--- config.mk ---
export PLATFORM = sky130hd
export DESIGN_NAME = adc_meas_ctrl
export DESIGN_NICKNAME = d
export VERILOG_FILES = /design/src/core/adc_meas_pkg.sv /design/src/core/adc_tick_timer.sv /design/src/core/adc_meas_ctrl.sv
export VERILOG_INCLUDE_DIRS = /design/src /design/src/core
export SDC_FILE = /design/constraint.sdc
export NUM_CORES = 1
export LEC_CHECK = 0
export BUFFER_PORTS_ARGS = -buffer_cell sky130_fd_sc_hd__buf_2
export CORE_AREA = 2 2 167 169
export CTS_BUF_LIST = sky130_fd_sc_hd__clkbuf_4
export DETAILED_ROUTE_END_ITERATION = 6
export DIE_AREA = 0 0 169 171
export GPL_TIMING_DRIVEN = 0
export MAX_ROUTING_LAYER = met4
export PLACE_DENSITY = 0.51
export SLEW_MARGIN = 40
export SYNTH_ARGS = -nofsm -noshare
export SYNTH_HDL_FRONTEND = slang
export SYNTH_SLANG_ARGS = --single-unit
--- constraint.sdc ---
create_clock -name CLK_I -period 5.1 [get_ports CLK_I]
set_clock_uncertainty 0.2 [all_clocks]
set_input_delay 0.51 -clock CLK_I [delete_from_list [all_inputs] [get_ports CLK_I]]
set_output_delay 0.51 -clock CLK_I [all_outputs]
set_load 0.01 [all_outputs]
--- src/core/adc_meas_cfg.svh ---
// constants for the measurement configuration block
// assumes inclusion by the modules only; the package does not include it
`ifndef ADC_MEAS_CFG_SVH
`define ADC_MEAS_CFG_SVH
// register offsets are word indices, byte address is four times the index
`define OFS_PROX_GAIN 32'h0000_000B
`define OFS_PROX_MISC 32'h0000_000C
`define OFS_AMB_IR_SEL 32'h0000_000E
`define OFS_AUX_SEL 32'h0000_000F
`define OFS_VIS_REC 32'h0000_0010
`define OFS_VIS_GAIN 32'h0000_0011
`define OFS_MEAS_CTRL 32'h0000_0014
`define OFS_MEAS_STAT 32'h0000_0018
`define RST_PROX_GAIN 8'h00
`define RST_PROX_MISC 8'h04
`define RST_AMB_IR_SEL 8'h00
`define RST_AUX_SEL 8'h65
`define RST_VIS_REC 8'h70
`define RST_VIS_GAIN 8'h00
`define BIT_PROX_RANGE 5
`define BIT_PROX_MODE 2
`define VIS_REC_LSB 4
`define AMB_IR_SMALL 8'h00
`define AMB_IR_LARGE 8'h03
`define AUX_TEMP 8'h65
`define AUX_VDD 8'h75
`define ADC_TICK_NS 50
`define CLK_NS 25
// 50 ns base tick rounded down to whole 25 ns cycles, at least one
`define ADC_TICK_CYC ((`ADC_TICK_NS / `CLK_NS) < 1 ? 1 : (`ADC_TICK_NS / `CLK_NS))
`define BASE_INTEG_CLKS 16'h0010
`endif

--- src/core/adc_meas_pkg.sv ---
// types shared by the measurement configuration block
// assumes adc_meas_cfg.svh holds the numbers
package adc_meas_pkg;
  typedef enum logic [1:0] {MEAS_PROX, MEAS_VIS, MEAS_IR, MEAS_AUX} meas_kind_t;
  typedef struct packed {
    logic [2:0] gain_exp;
    logic high_range;
    logic normal_mode;
    logic emitter_on;
    logic [7:0] input_code;
  } adc_setup_t;
endpackage

--- src/core/adc_tick_timer.sv ---
// counts a number of adc clocks, each adc clock stretched by 2^exp
// assumes start is a one-cycle pulse, given while idle or on the done cycle
`timescale 1ns/1ps
`include "adc_meas_cfg.svh"
module adc_tick_timer #(
  parameter int CNT_W = 24
) (
  input wire logic clk_i,
  input wire logic nrst_i,
  input wire logic start_i,
  input wire logic [9:0] clocks_i,
  input wire logic [2:0] exp_i,
  output logic busy_o,
  output logic done_o
);
  localparam int TICK = `ADC_TICK_CYC;
  logic [CNT_W-1:0] cnt_q;
  always_ff @(posedge clk_i or negedge nrst_i) begin
    if (!nrst_i) begin
      cnt_q <= '0;
    end else begin
      if (start_i) begin
        cnt_q <= CNT_W'((clocks_i * TICK) << exp_i);
      end else if (cnt_q != '0) begin
        cnt_q <= cnt_q - CNT_W'(1);
      end
    end
  end
  // last counted cycle, so a run lasts exactly the programmed cycles
  assign done_o = (cnt_q == CNT_W'(1));
  assign busy_o = (cnt_q != '0);
endmodule // adc_tick_timer

--- src/core/adc_meas_ctrl.sv ---
// measurement configuration registers and sequencer over ahb-lite
// assumes a single-master ahb-lite bus, word transfers only
`timescale 1ns/1ps
`include "adc_meas_cfg.svh"
module adc_meas_ctrl
  import adc_meas_pkg::*;
(
  // clock and reset
  input wire logic CLK_I,
  input wire logic NRST_I,
  // ahb-lite slave
  input wire logic HSEL_I,
  input wire logic [31:0] HADDR_I,
  input wire logic [1:0] HTRANS_I,
  input wire logic HWRITE_I,
  input wire logic [2:0] HSIZE_I,
  input wire logic [31:0] HWDATA_I,
  input wire logic HREADY_I,
  output logic [31:0] HRDATA_O,
  output logic HREADYOUT_O,
  output logic HRESP_O,
  // adc front end
  output adc_setup_t ADC_SETUP_O,
  output logic ADC_CONVERT_O,
  output logic [1:0] ADC_KIND_O
);
  typedef enum {ST_IDLE, ST_RECOVER, ST_INTEG, ST_NEXT} seq_state_t;

  logic [2:0] prox_gain_q;
  logic prox_range_q;
  logic prox_mode_q;
  logic [7:0] amb_ir_q;
  logic [7:0] aux_q;
  logic [2:0] vis_rec_q;
  logic [2:0] vis_gain_q;
  logic [3:0] kind_en_q;
  logic start_q;
  logic wr_pend_q;
  logic [31:0] wr_addr_q;
  logic [31:0] rd_data_d;
  logic [31:0] rd_data_q;
  seq_state_t state_q;
  meas_kind_t kind_q;
  adc_setup_t setup_q;
  logic [1:0] done_cnt_q;
  logic tmr_start;
  logic [9:0] tmr_clocks;
  logic [2:0] tmr_exp;
  logic tmr_busy;
  logic tmr_done;
  logic addr_phase;

  // 2^(n+2)-1 adc clocks for recovery code n, code zero gives one
  function automatic logic [9:0] rec_clocks(input logic [2:0] code);
    rec_clocks = (code == 3'h0) ? 10'h001 : 10'((10'h001 << (4'(code) + 4'h2)) - 10'h001);
  endfunction

  // one word per register, byte address four times the index
  function automatic logic reg_hit(input logic [31:0] addr, input logic [31:0] idx);
    reg_hit = (addr == {idx[29:0], 2'b00});
  endfunction

  assign addr_phase = HSEL_I && HREADY_I && HTRANS_I[1];

  // write address captured in address phase, data taken next cycle
  always_ff @(posedge CLK_I or negedge NRST_I) begin
    if (!NRST_I) begin
      wr_pend_q <= 1'b0;
      wr_addr_q <= 32'h0000_0000;
    end else begin
      wr_pend_q <= addr_phase && HWRITE_I;
      if (addr_phase) begin
        wr_addr_q <= HADDR_I;
      end
    end
  end

  // configuration registers, reserved bits dropped
  always_ff @(posedge CLK_I or negedge NRST_I) begin
    if (!NRST_I) begin
      prox_gain_q <= 3'(`RST_PROX_GAIN);
      prox_range_q <= 1'(`RST_PROX_MISC >> `BIT_PROX_RANGE);
      prox_mode_q <= 1'(`RST_PROX_MISC >> `BIT_PROX_MODE);
      amb_ir_q <= `RST_AMB_IR_SEL;
      aux_q <= `RST_AUX_SEL;
      vis_rec_q <= 3'(`RST_VIS_REC >> `VIS_REC_LSB);
      vis_gain_q <= 3'(`RST_VIS_GAIN);
      kind_en_q <= 4'h0;
    end else if (wr_pend_q) begin
      if (reg_hit(wr_addr_q, `OFS_PROX_GAIN)) begin
        prox_gain_q <= HWDATA_I[2:0];
      end else if (reg_hit(wr_addr_q, `OFS_PROX_MISC)) begin
        prox_range_q <= HWDATA_I[`BIT_PROX_RANGE];
        prox_mode_q <= HWDATA_I[`BIT_PROX_MODE];
      end else if (reg_hit(wr_addr_q, `OFS_AMB_IR_SEL)) begin
        amb_ir_q <= HWDATA_I[7:0];
      end else if (reg_hit(wr_addr_q, `OFS_AUX_SEL)) begin
        aux_q <= HWDATA_I[7:0];
      end else if (reg_hit(wr_addr_q, `OFS_VIS_REC)) begin
        vis_rec_q <= HWDATA_I[`VIS_REC_LSB+2:`VIS_REC_LSB];
      end else if (reg_hit(wr_addr_q, `OFS_VIS_GAIN)) begin
        vis_gain_q <= HWDATA_I[2:0];
      end else if (reg_hit(wr_addr_q, `OFS_MEAS_CTRL)) begin
        kind_en_q <= HWDATA_I[3:0];
      end
    end
  end

  // start pulse from a write of bit 8 of the control word
  always_ff @(posedge CLK_I or negedge NRST_I) begin
    if (!NRST_I) begin
      start_q <= 1'b0;
    end else begin
      start_q <= wr_pend_q && reg_hit(wr_addr_q, `OFS_MEAS_CTRL) && HWDATA_I[8];
    end
  end

  // read mux
  always_comb begin
    rd_data_d = 32'h0000_0000;
    if (reg_hit(HADDR_I, `OFS_PROX_GAIN)) begin
      rd_data_d = {29'h0, prox_gain_q};
    end else if (reg_hit(HADDR_I, `OFS_PROX_MISC)) begin
      rd_data_d = {26'h0, prox_range_q, 2'h0, prox_mode_q, 2'h0};
    end else if (reg_hit(HADDR_I, `OFS_AMB_IR_SEL)) begin
      rd_data_d = {24'h0, amb_ir_q};
    end else if (reg_hit(HADDR_I, `OFS_AUX_SEL)) begin
      rd_data_d = {24'h0, aux_q};
    end else if (reg_hit(HADDR_I, `OFS_VIS_REC)) begin
      rd_data_d = {25'h0, vis_rec_q, 4'h0};
    end else if (reg_hit(HADDR_I, `OFS_VIS_GAIN)) begin
      rd_data_d = {29'h0, vis_gain_q};
    end else if (reg_hit(HADDR_I, `OFS_MEAS_CTRL)) begin
      rd_data_d = {28'h0, kind_en_q};
    end else if (reg_hit(HADDR_I, `OFS_MEAS_STAT)) begin
      rd_data_d = {26'h0, done_cnt_q, kind_q, 1'b0, state_q != ST_IDLE};
    end
  end

  always_ff @(posedge CLK_I or negedge NRST_I) begin
    if (!NRST_I) begin
      rd_data_q <= 32'h0000_0000;
    end else if (addr_phase && !HWRITE_I) begin
      rd_data_q <= (HADDR_I[31:8] == 24'h0) ? rd_data_d : 32'h0000_0000;
    end
  end

  assign HRDATA_O = rd_data_q;
  assign HREADYOUT_O = 1'b1;
  assign HRESP_O = 1'b0;

  // sequencer
  always_comb begin
    tmr_start = 1'b0;
    tmr_clocks = 10'h000;
    tmr_exp = 3'h0;
    if (state_q == ST_IDLE && start_q && kind_en_q != 4'h0) begin
      tmr_start = 1'b1;
      tmr_clocks = rec_clocks(vis_rec_q);
      tmr_exp = vis_gain_q;
    end else if (state_q == ST_RECOVER && tmr_done) begin
      tmr_start = 1'b1;
      tmr_clocks = 10'(`BASE_INTEG_CLKS);
      // integration stretched by the proximity or visible gain exponent, ir and aux unstretched
      tmr_exp = (kind_q == MEAS_PROX) ? prox_gain_q : ((kind_q == MEAS_VIS) ? vis_gain_q : 3'h0);
    end
  end

  adc_tick_timer #(
    .CNT_W(24)
  ) u_timer (
    .clk_i(CLK_I),
    .nrst_i(NRST_I),
    .start_i(tmr_start),
    .clocks_i(tmr_clocks),
    .exp_i(tmr_exp),
    .busy_o(tmr_busy),
    .done_o(tmr_done)
  );

  always_ff @(posedge CLK_I or negedge NRST_I) begin
    if (!NRST_I) begin
      state_q <= ST_IDLE;
      kind_q <= MEAS_PROX;
      done_cnt_q <= 2'h0;
    end else begin
      case (state_q)
        ST_IDLE: begin
          if (tmr_start) begin
            state_q <= ST_RECOVER;
            kind_q <= MEAS_VIS;
            if (kind_en_q[0]) kind_q <= MEAS_PROX;
            else if (kind_en_q[1]) kind_q <= MEAS_VIS;
            else if (kind_en_q[2]) kind_q <= MEAS_IR;
            else kind_q <= MEAS_AUX;
          end
        end
        ST_RECOVER: begin
          if (tmr_done) begin
            state_q <= ST_INTEG;
          end
        end
        ST_INTEG: begin
          if (tmr_done) begin
            state_q <= ST_NEXT;
            done_cnt_q <= done_cnt_q + 2'h1;
          end
        end
        ST_NEXT: begin
          state_q <= ST_IDLE;
        end
        default: begin
          state_q <= ST_IDLE;
        end
      endcase
    end
  end

  // front end setup reloaded every cycle from the kind and current registers
  always_ff @(posedge CLK_I or negedge NRST_I) begin
    if (!NRST_I) begin
      setup_q <= '0;
    end else begin
      setup_q.gain_exp <= (kind_q == MEAS_PROX) ? prox_gain_q : vis_gain_q;
      setup_q.high_range <= (kind_q == MEAS_PROX) && prox_range_q;
      setup_q.normal_mode <= prox_mode_q;
      // raw mode turns the emitter off; on exactly while integrating a proximity measurement
      setup_q.emitter_on <= (kind_q == MEAS_PROX) && prox_mode_q &&
        ((state_q == ST_RECOVER && tmr_done) || (state_q == ST_INTEG && !tmr_done));
      if (kind_q == MEAS_IR) begin
        setup_q.input_code <= amb_ir_q;
      end else if (kind_q == MEAS_AUX) begin
        setup_q.input_code <= aux_q;
      end else begin
        setup_q.input_code <= 8'h00;
      end
    end
  end

  assign ADC_SETUP_O = setup_q;
  assign ADC_CONVERT_O = (state_q == ST_INTEG);
  assign ADC_KIND_O = kind_q;

  // cycles spent in integration, checked against the gain at its end
  logic [12:0] integ_len_q;
  always_ff @(posedge CLK_I or negedge NRST_I) begin
    if (!NRST_I) begin
      integ_len_q <= 13'h0000;
    end else if (state_q == ST_INTEG) begin
      integ_len_q <= integ_len_q + 13'h0001;
    end else begin
      integ_len_q <= 13'h0000;
    end
  end

  // register reset and write checks
  a_misc_reset_mode: assert property (@(posedge CLK_I) $rose(NRST_I) |-> prox_mode_q)
    else $error("mode not normal after reset");
  a_range_write: assert property (@(posedge CLK_I) disable iff (!NRST_I)
    wr_pend_q && reg_hit(wr_addr_q, `OFS_PROX_MISC) |=> prox_range_q == $past(HWDATA_I[`BIT_PROX_RANGE]))
    else $error("range bit not taken from bit 5");
  a_mode_write: assert property (@(posedge CLK_I) disable iff (!NRST_I)
    wr_pend_q && reg_hit(wr_addr_q, `OFS_PROX_MISC) |=> prox_mode_q == $past(HWDATA_I[`BIT_PROX_MODE]))
    else $error("mode bit not taken from bit 2");
  a_gain_reserved: assert property (@(posedge CLK_I) disable iff (!NRST_I)
    wr_pend_q && reg_hit(wr_addr_q, `OFS_PROX_GAIN) |=> prox_gain_q == $past(HWDATA_I[2:0]))
    else $error("gain field decode wrong");

  // sequencer timing checks
  a_rec_zero_len: assert property (@(posedge CLK_I) disable iff (!NRST_I)
    state_q == ST_IDLE && tmr_start && vis_rec_q == 3'h0 && vis_gain_q == 3'h0
    |=> ##1 state_q == ST_RECOVER ##1 state_q == ST_INTEG)
    else $error("recovery of one adc clock wrong length");
  a_rec_mid_len: assert property (@(posedge CLK_I) disable iff (!NRST_I)
    state_q == ST_IDLE && tmr_start && vis_rec_q == 3'h2 && vis_gain_q == 3'h1
    |=> ##59 state_q == ST_RECOVER ##1 state_q == ST_INTEG)
    else $error("recovery of fifteen adc clocks wrong length");
  a_rec_max_len: assert property (@(posedge CLK_I) disable iff (!NRST_I)
    state_q == ST_IDLE && tmr_start && vis_rec_q == 3'h7 && vis_gain_q == 3'h0
    |=> state_q == ST_RECOVER [*8])
    else $error("longest recovery ended early");
  a_prox_integ: assert property (@(posedge CLK_I) disable iff (!NRST_I)
    state_q == ST_RECOVER && tmr_done && kind_q == MEAS_PROX && prox_gain_q == 3'h0
    |=> ##31 state_q == ST_INTEG ##1 state_q == ST_NEXT)
    else $error("undivided proximity integration wrong length");
  a_vis_integ: assert property (@(posedge CLK_I) disable iff (!NRST_I)
    state_q == ST_RECOVER && tmr_done && kind_q == MEAS_VIS && vis_gain_q == 3'h1
    |=> ##63 state_q == ST_INTEG ##1 state_q == ST_NEXT)
    else $error("visible integration not doubled");
  a_prox_gain_len: assert property (@(posedge CLK_I) disable iff (!NRST_I)
    state_q == ST_INTEG && tmr_done && kind_q == MEAS_PROX
    |-> integ_len_q + 13'h0001 == 13'((`BASE_INTEG_CLKS * `ADC_TICK_CYC) << prox_gain_q))
    else $error("proximity integration not scaled by gain");
  a_vis_gain_len: assert property (@(posedge CLK_I) disable iff (!NRST_I)
    state_q == ST_INTEG && tmr_done && kind_q == MEAS_VIS
    |-> integ_len_q + 13'h0001 == 13'((`BASE_INTEG_CLKS * `ADC_TICK_CYC) << vis_gain_q))
    else $error("visible integration not scaled by gain");
  a_done_count: assert property (@(posedge CLK_I) disable iff (!NRST_I)
    state_q == ST_INTEG && tmr_done |=> done_cnt_q == 2'($past(done_cnt_q) + 2'h1))
    else $error("completed count not advanced");
  a_kind_hold: assert property (@(posedge CLK_I) disable iff (!NRST_I)
    state_q != ST_IDLE |=> $stable(kind_q))
    else $error("kind changed during a measurement");

  // front end routing checks
  a_ir_select: assert property (@(posedge CLK_I) disable iff (!NRST_I)
    kind_q == MEAS_IR && $stable(kind_q) && $stable(amb_ir_q) |=> setup_q.input_code == $past(amb_ir_q))
    else $error("ir input code not routed");
  a_aux_select: assert property (@(posedge CLK_I) disable iff (!NRST_I)
    kind_q == MEAS_AUX && $stable(aux_q) |=> setup_q.input_code == $past(aux_q))
    else $error("aux input code not routed");
  a_emit_in_conv: assert property (@(posedge CLK_I) disable iff (!NRST_I)
    setup_q.emitter_on |-> state_q == ST_INTEG && kind_q == MEAS_PROX)
    else $error("emitter on outside proximity integration");
  a_emit_raw_off: assert property (@(posedge CLK_I) disable iff (!NRST_I)
    !prox_mode_q |=> !setup_q.emitter_on)
    else $error("emitter on in raw mode");
  a_range_prox_only: assert property (@(posedge CLK_I) disable iff (!NRST_I)
    kind_q != MEAS_PROX |=> !setup_q.high_range)
    else $error("high range outside proximity");
  c_prox_run: cover property (@(posedge CLK_I) kind_q == MEAS_PROX && state_q == ST_INTEG);
  c_vis_run: cover property (@(posedge CLK_I) kind_q == MEAS_VIS && state_q == ST_NEXT);
  c_high_range: cover property (@(posedge CLK_I) setup_q.high_range);
  c_aux_vdd: cover property (@(posedge CLK_I) setup_q.input_code == `AUX_VDD);
  c_raw_mode: cover property (@(posedge CLK_I) state_q == ST_INTEG && !setup_q.normal_mode);
endmodule // adc_meas_ctrl

==> summary.md <==
| Metric | Value |
|---|---|
| Cell-internal power | `1.673 mW` |
| Leak pwr | `3.384 nW` |
| Root buffer cell | `clkbuf_4` |
| Post-synth EDFFs | `0` |
| Cell area power density | `319.6 nW/um2` |
| Period utilization | `0.7652` |
| Leading register cell type out of synthesis | `dfrtp_1` |
| Max Cap Viol | `0` |
| Switching Power | `0.8550 mW` |
| Clock Power Share | `0.276` |
| Die Y | `171 um` |
| CTS tree | `built` |
| Slew Viols, Final | `0` |
| Global Route Usage Sum | `0.1313` |
| #FFs+latches synth | `117` |
| TritonRoute pass-1 iters | `5` |
| Switching Fraction | `0.3382` |
| Hold_ws | `0.05150 ns` |
| Final setup margin | `1.198 ns` |
| Maximum VDD drop | `0.0001707 V` |
| Initial DRC count | `264` |
| Post-synthesis mux area share | `0.1411` |
| Vias per cell | `4.673` |
| Final HPWL DP | `13250 um` |
| Initial antenna violation count | `1` |
| Post_cts resized | `0` |
| Grt total ovfl | `0` |
| FF-to-FF Start | `u_timer.cnt_q[1]` |
| Unrepaired setup endpoints after global routing | `no` |
| Mapped Area | `6421 um2` |
| Sequential area share after synthesis | `0.4575` |
| Via Count | `5281` |
| Final Setup Violations | `0` |
| Global-route wire length before repair | `28780 um` |
| Critical Path AT | `4.14 ns` |
| Setup slack, reg-to-reg | `1.20 ns` |
| Fin crit period | `3.902 ns` |
| Critical Path Fanout Max | `10` |
| Core ar. | `27320 um2` |
| Cell area after layout | `7909 um2` |
| Post-synthesis compound-gate area fraction | `0.1163` |
| WL/cell | `16.00 um` |
| Worst-Margin Slew | `0.8657 ns` |
| Outcome | `finished, final reports clean` |
| Hold wc startpoint | `HADDR_I[1]` |
| Post-Synth Simple-Gate Area | `0.1865` |
| Post-route antenna net violation count | `0` |
| Final net count | `851` |
| Clk slew on worst S/H paths | `0.13 ns` |
| Pre-CTS setup slack | `1.206 ns` |
| R2r endpoint | `u_timer.cnt_q[11]` |
| Logic pwr share | `0.241` |
| PortBufs | `70` |
| Sequential power share | `0.483` |
| Fmax | `256.3 MHz` |
| Path depth of the worst reg2reg path | `12` |
| Final WL | `18080 um` |
| Starting Density | `0.2350` |
| P&R area growth vs syn | `23.17%` |
| Die area | `28900 um2` |
| Yosys warning total | `0` |
| Max clock buf depth | `2` |
| Crit. End Element | `flip-flop` |
| Slew headroom | `0.4155` |
| Vias in the first global route | `5249` |
| Adder-cell area share of the yosys netlist | `0.01364` |
| Crit path kind | `flip-flop to flip-flop` |
| XOR/XNOR Fraction of Synth Area | `0.03001` |
| Placed cell area | `7338 um2` |
| Die width | `169 um` |
| DR DRC count | `0` |
| Data required, critical path | `5.34 ns` |
| Syn_area_per_cell | `10.22 um2` |
| Share of cells above drive strength 1 | `0.2848` |
| Startpoint Class | `flip-flop` |
| Asr flop ratio synth | `1.000` |
| Tightest Hold Check Type | `primary input to flip-flop` |
| Final hold vios | `0` |
| Total Power | `2.528 mW` |
| Post-synth cell types | `66` |
| Sinks on Clock Net | `117` |
| Setup tns final | `0 ns` |
| Number of CTS-inserted buffers | `17` |
| I/O pin cnt | `125` |
| GPL Wtd Cong | `0.8531` |
| Worst Hold Path Cells | `2` |
| Hold path endpoint | `wr_addr_q[1]` |
| Pin count of the biggest net entering global routing | `67` |
| Worst-Skew Late Latency | `0.55 ns` |
| Main combinational cell family by area after synthesis | `simple AND/OR/NAND/NOR gates` |
| CTS H-tree lvls | `4` |
| Post-synthesis instance total | `628` |
| Site row count | `61` |
## layout by cell type (no fill, tap or decap), drive strengths merged, types with 4 or more instances in the layout
master and count:
or3 8, ha 7, xnor2 12, nor3b 6, nand2 50, dlygate4sd3 28
clkbuf 37, nand2b 7, nand3 17, nand4 4, a22oi 10, or4 8
mux2 68, o31ai 6, conb 26, dfstp 8, a21oi 21, a2bb2oi 4
nor3 23, buf 102, and2 6, mux2i 14, a31oi 5, nor2 51
xor2 10, nor4 20, inv 15, or2 4, and3 5, dfrtp 109
clkinv 6, nor2b 14, o21ai 20
## repair_timing
item,4_1_cts,5_1_grt
setup buffers,0,0
hold buffers,27,1
endpoints found under the hold margin,88,2
## registers in the layout, summed over array words and instances (netlist names), 4 cells and up
signal         cells
ADC_SETUP_O       14
HRDATA_O           8
amb_ir_q           8
aux_q              8
kind_en_q          4
u_timer.cnt_q     24
wr_addr_q         32
## per-layer routing
metal	global-route usage	wire length (um)	vias to the layer above
met4	0.02601	155	0
met5	-	0	-
met2	0.2087	8403	167
li1	-	-	2541
met1	0.1707	8544	2557
met3	0.03331	979	16
## cells by family (layout without fill, tap and decap cells)
kind of cell    after synthesis  in the layout
compound gates              105            105
xor+xnor                     22             22
fa+ha+maj                     7              7
buf+inv                      62            193
flops                       117            117
mux                          82             82
other cells                   2             27
simple gates                231            231
## layout make-up
| cell class | instances | area, um2 |
|---|---|---|
| Antenna cell | 1 | 2.502 |
| Multi-Input combinational cell | 473 | 3234 |
| Timing Repair Buffer | 99 | 668.1 |
| Clock inverter | 14 | 152.6 |
| Tap cell | 346 | 432.9 |
| Buffer | 50 | 300.3 |
| Fill cell | 2924 | 19410 |
| Clock buffer | 18 | 135.1 |
| Inverter | 12 | 45.04 |
| Sequential cell | 117 | 2938 |
## worst max path at each step
stage / from / to / slack [ns] / cells past startpoint
finish: u_timer.cnt_q[1] / u_timer.cnt_q[11] / 1.20 / 12
floorplan: u_timer.cnt_q[1] / u_timer.cnt_q[11] / 1.53 / 12
global placement: u_timer.cnt_q[1] / u_timer.cnt_q[7] / 1.23 / 12
CTS: u_timer.cnt_q[1] / u_timer.cnt_q[11] / 1.18 / 12
global route: u_timer.cnt_q[1] / u_timer.cnt_q[5] / 1.04 / 12
detailed placement: u_timer.cnt_q[1] / u_timer.cnt_q[11] / 1.21 / 12
## through the flow
stage | cells | utilization
CTS | 1128 | 0.2890
detailed placement | 1069 | 0.2686
finish | 1130 | 0.2895
global placement | 1068 | 0.2670
global route | 1130 | 0.2895
floorplan | 652 | -
## critical path, stage by stage (launching register included)
cell and delay, ns:
dfrtp_1 0.40, inv_1 0.10, ha_1 0.15, or4b_4 0.48
or4_4 0.54, or4_4 0.54, buf_6 0.15, and2_4 0.15
buf_6 0.13, a221o_1 0.35, a21oi_2 0.26, nor2_2 0.07
o311ai_2 0.29
## power by group through the flow
stage | Combinational, mW | Clock (mW) | Sequential, mW
global route | 0.690 | 0.762 | 1.25
global placement | 0.583 | 0 | 1.23
finish | 0.610 | 0.698 | 1.22
floorplan | 0.435 | 0 | 1.20
CTS | 0.614 | 0.722 | 1.22
detailed placement | 0.595 | 0 | 1.24
## synthesized netlist by cell type (7+ instances only)
cell type	number	share of area
nor4_1	20	0.019
a21oi_1	20	0.016
mux2i_1	14	0.022
buf_4	26	0.030
inv_1	12	0.0070
dfrtp_1	109	0.42
clkbuf_1	19	0.011
o21ai_0	19	0.015
ha_1	7	0.014
dfstp_2	8	0.033
xnor2_1	12	0.016
nand2_1	50	0.029
nand3_1	17	0.013
nor2_1	50	0.029
nand2b_1	7	0.0068
xor2_1	10	0.014
mux2_2	68	0.12
a22oi_1	10	0.012
nor2b_1	14	0.014
nor3_1	23	0.018
(Power assumes the default switching activity.)
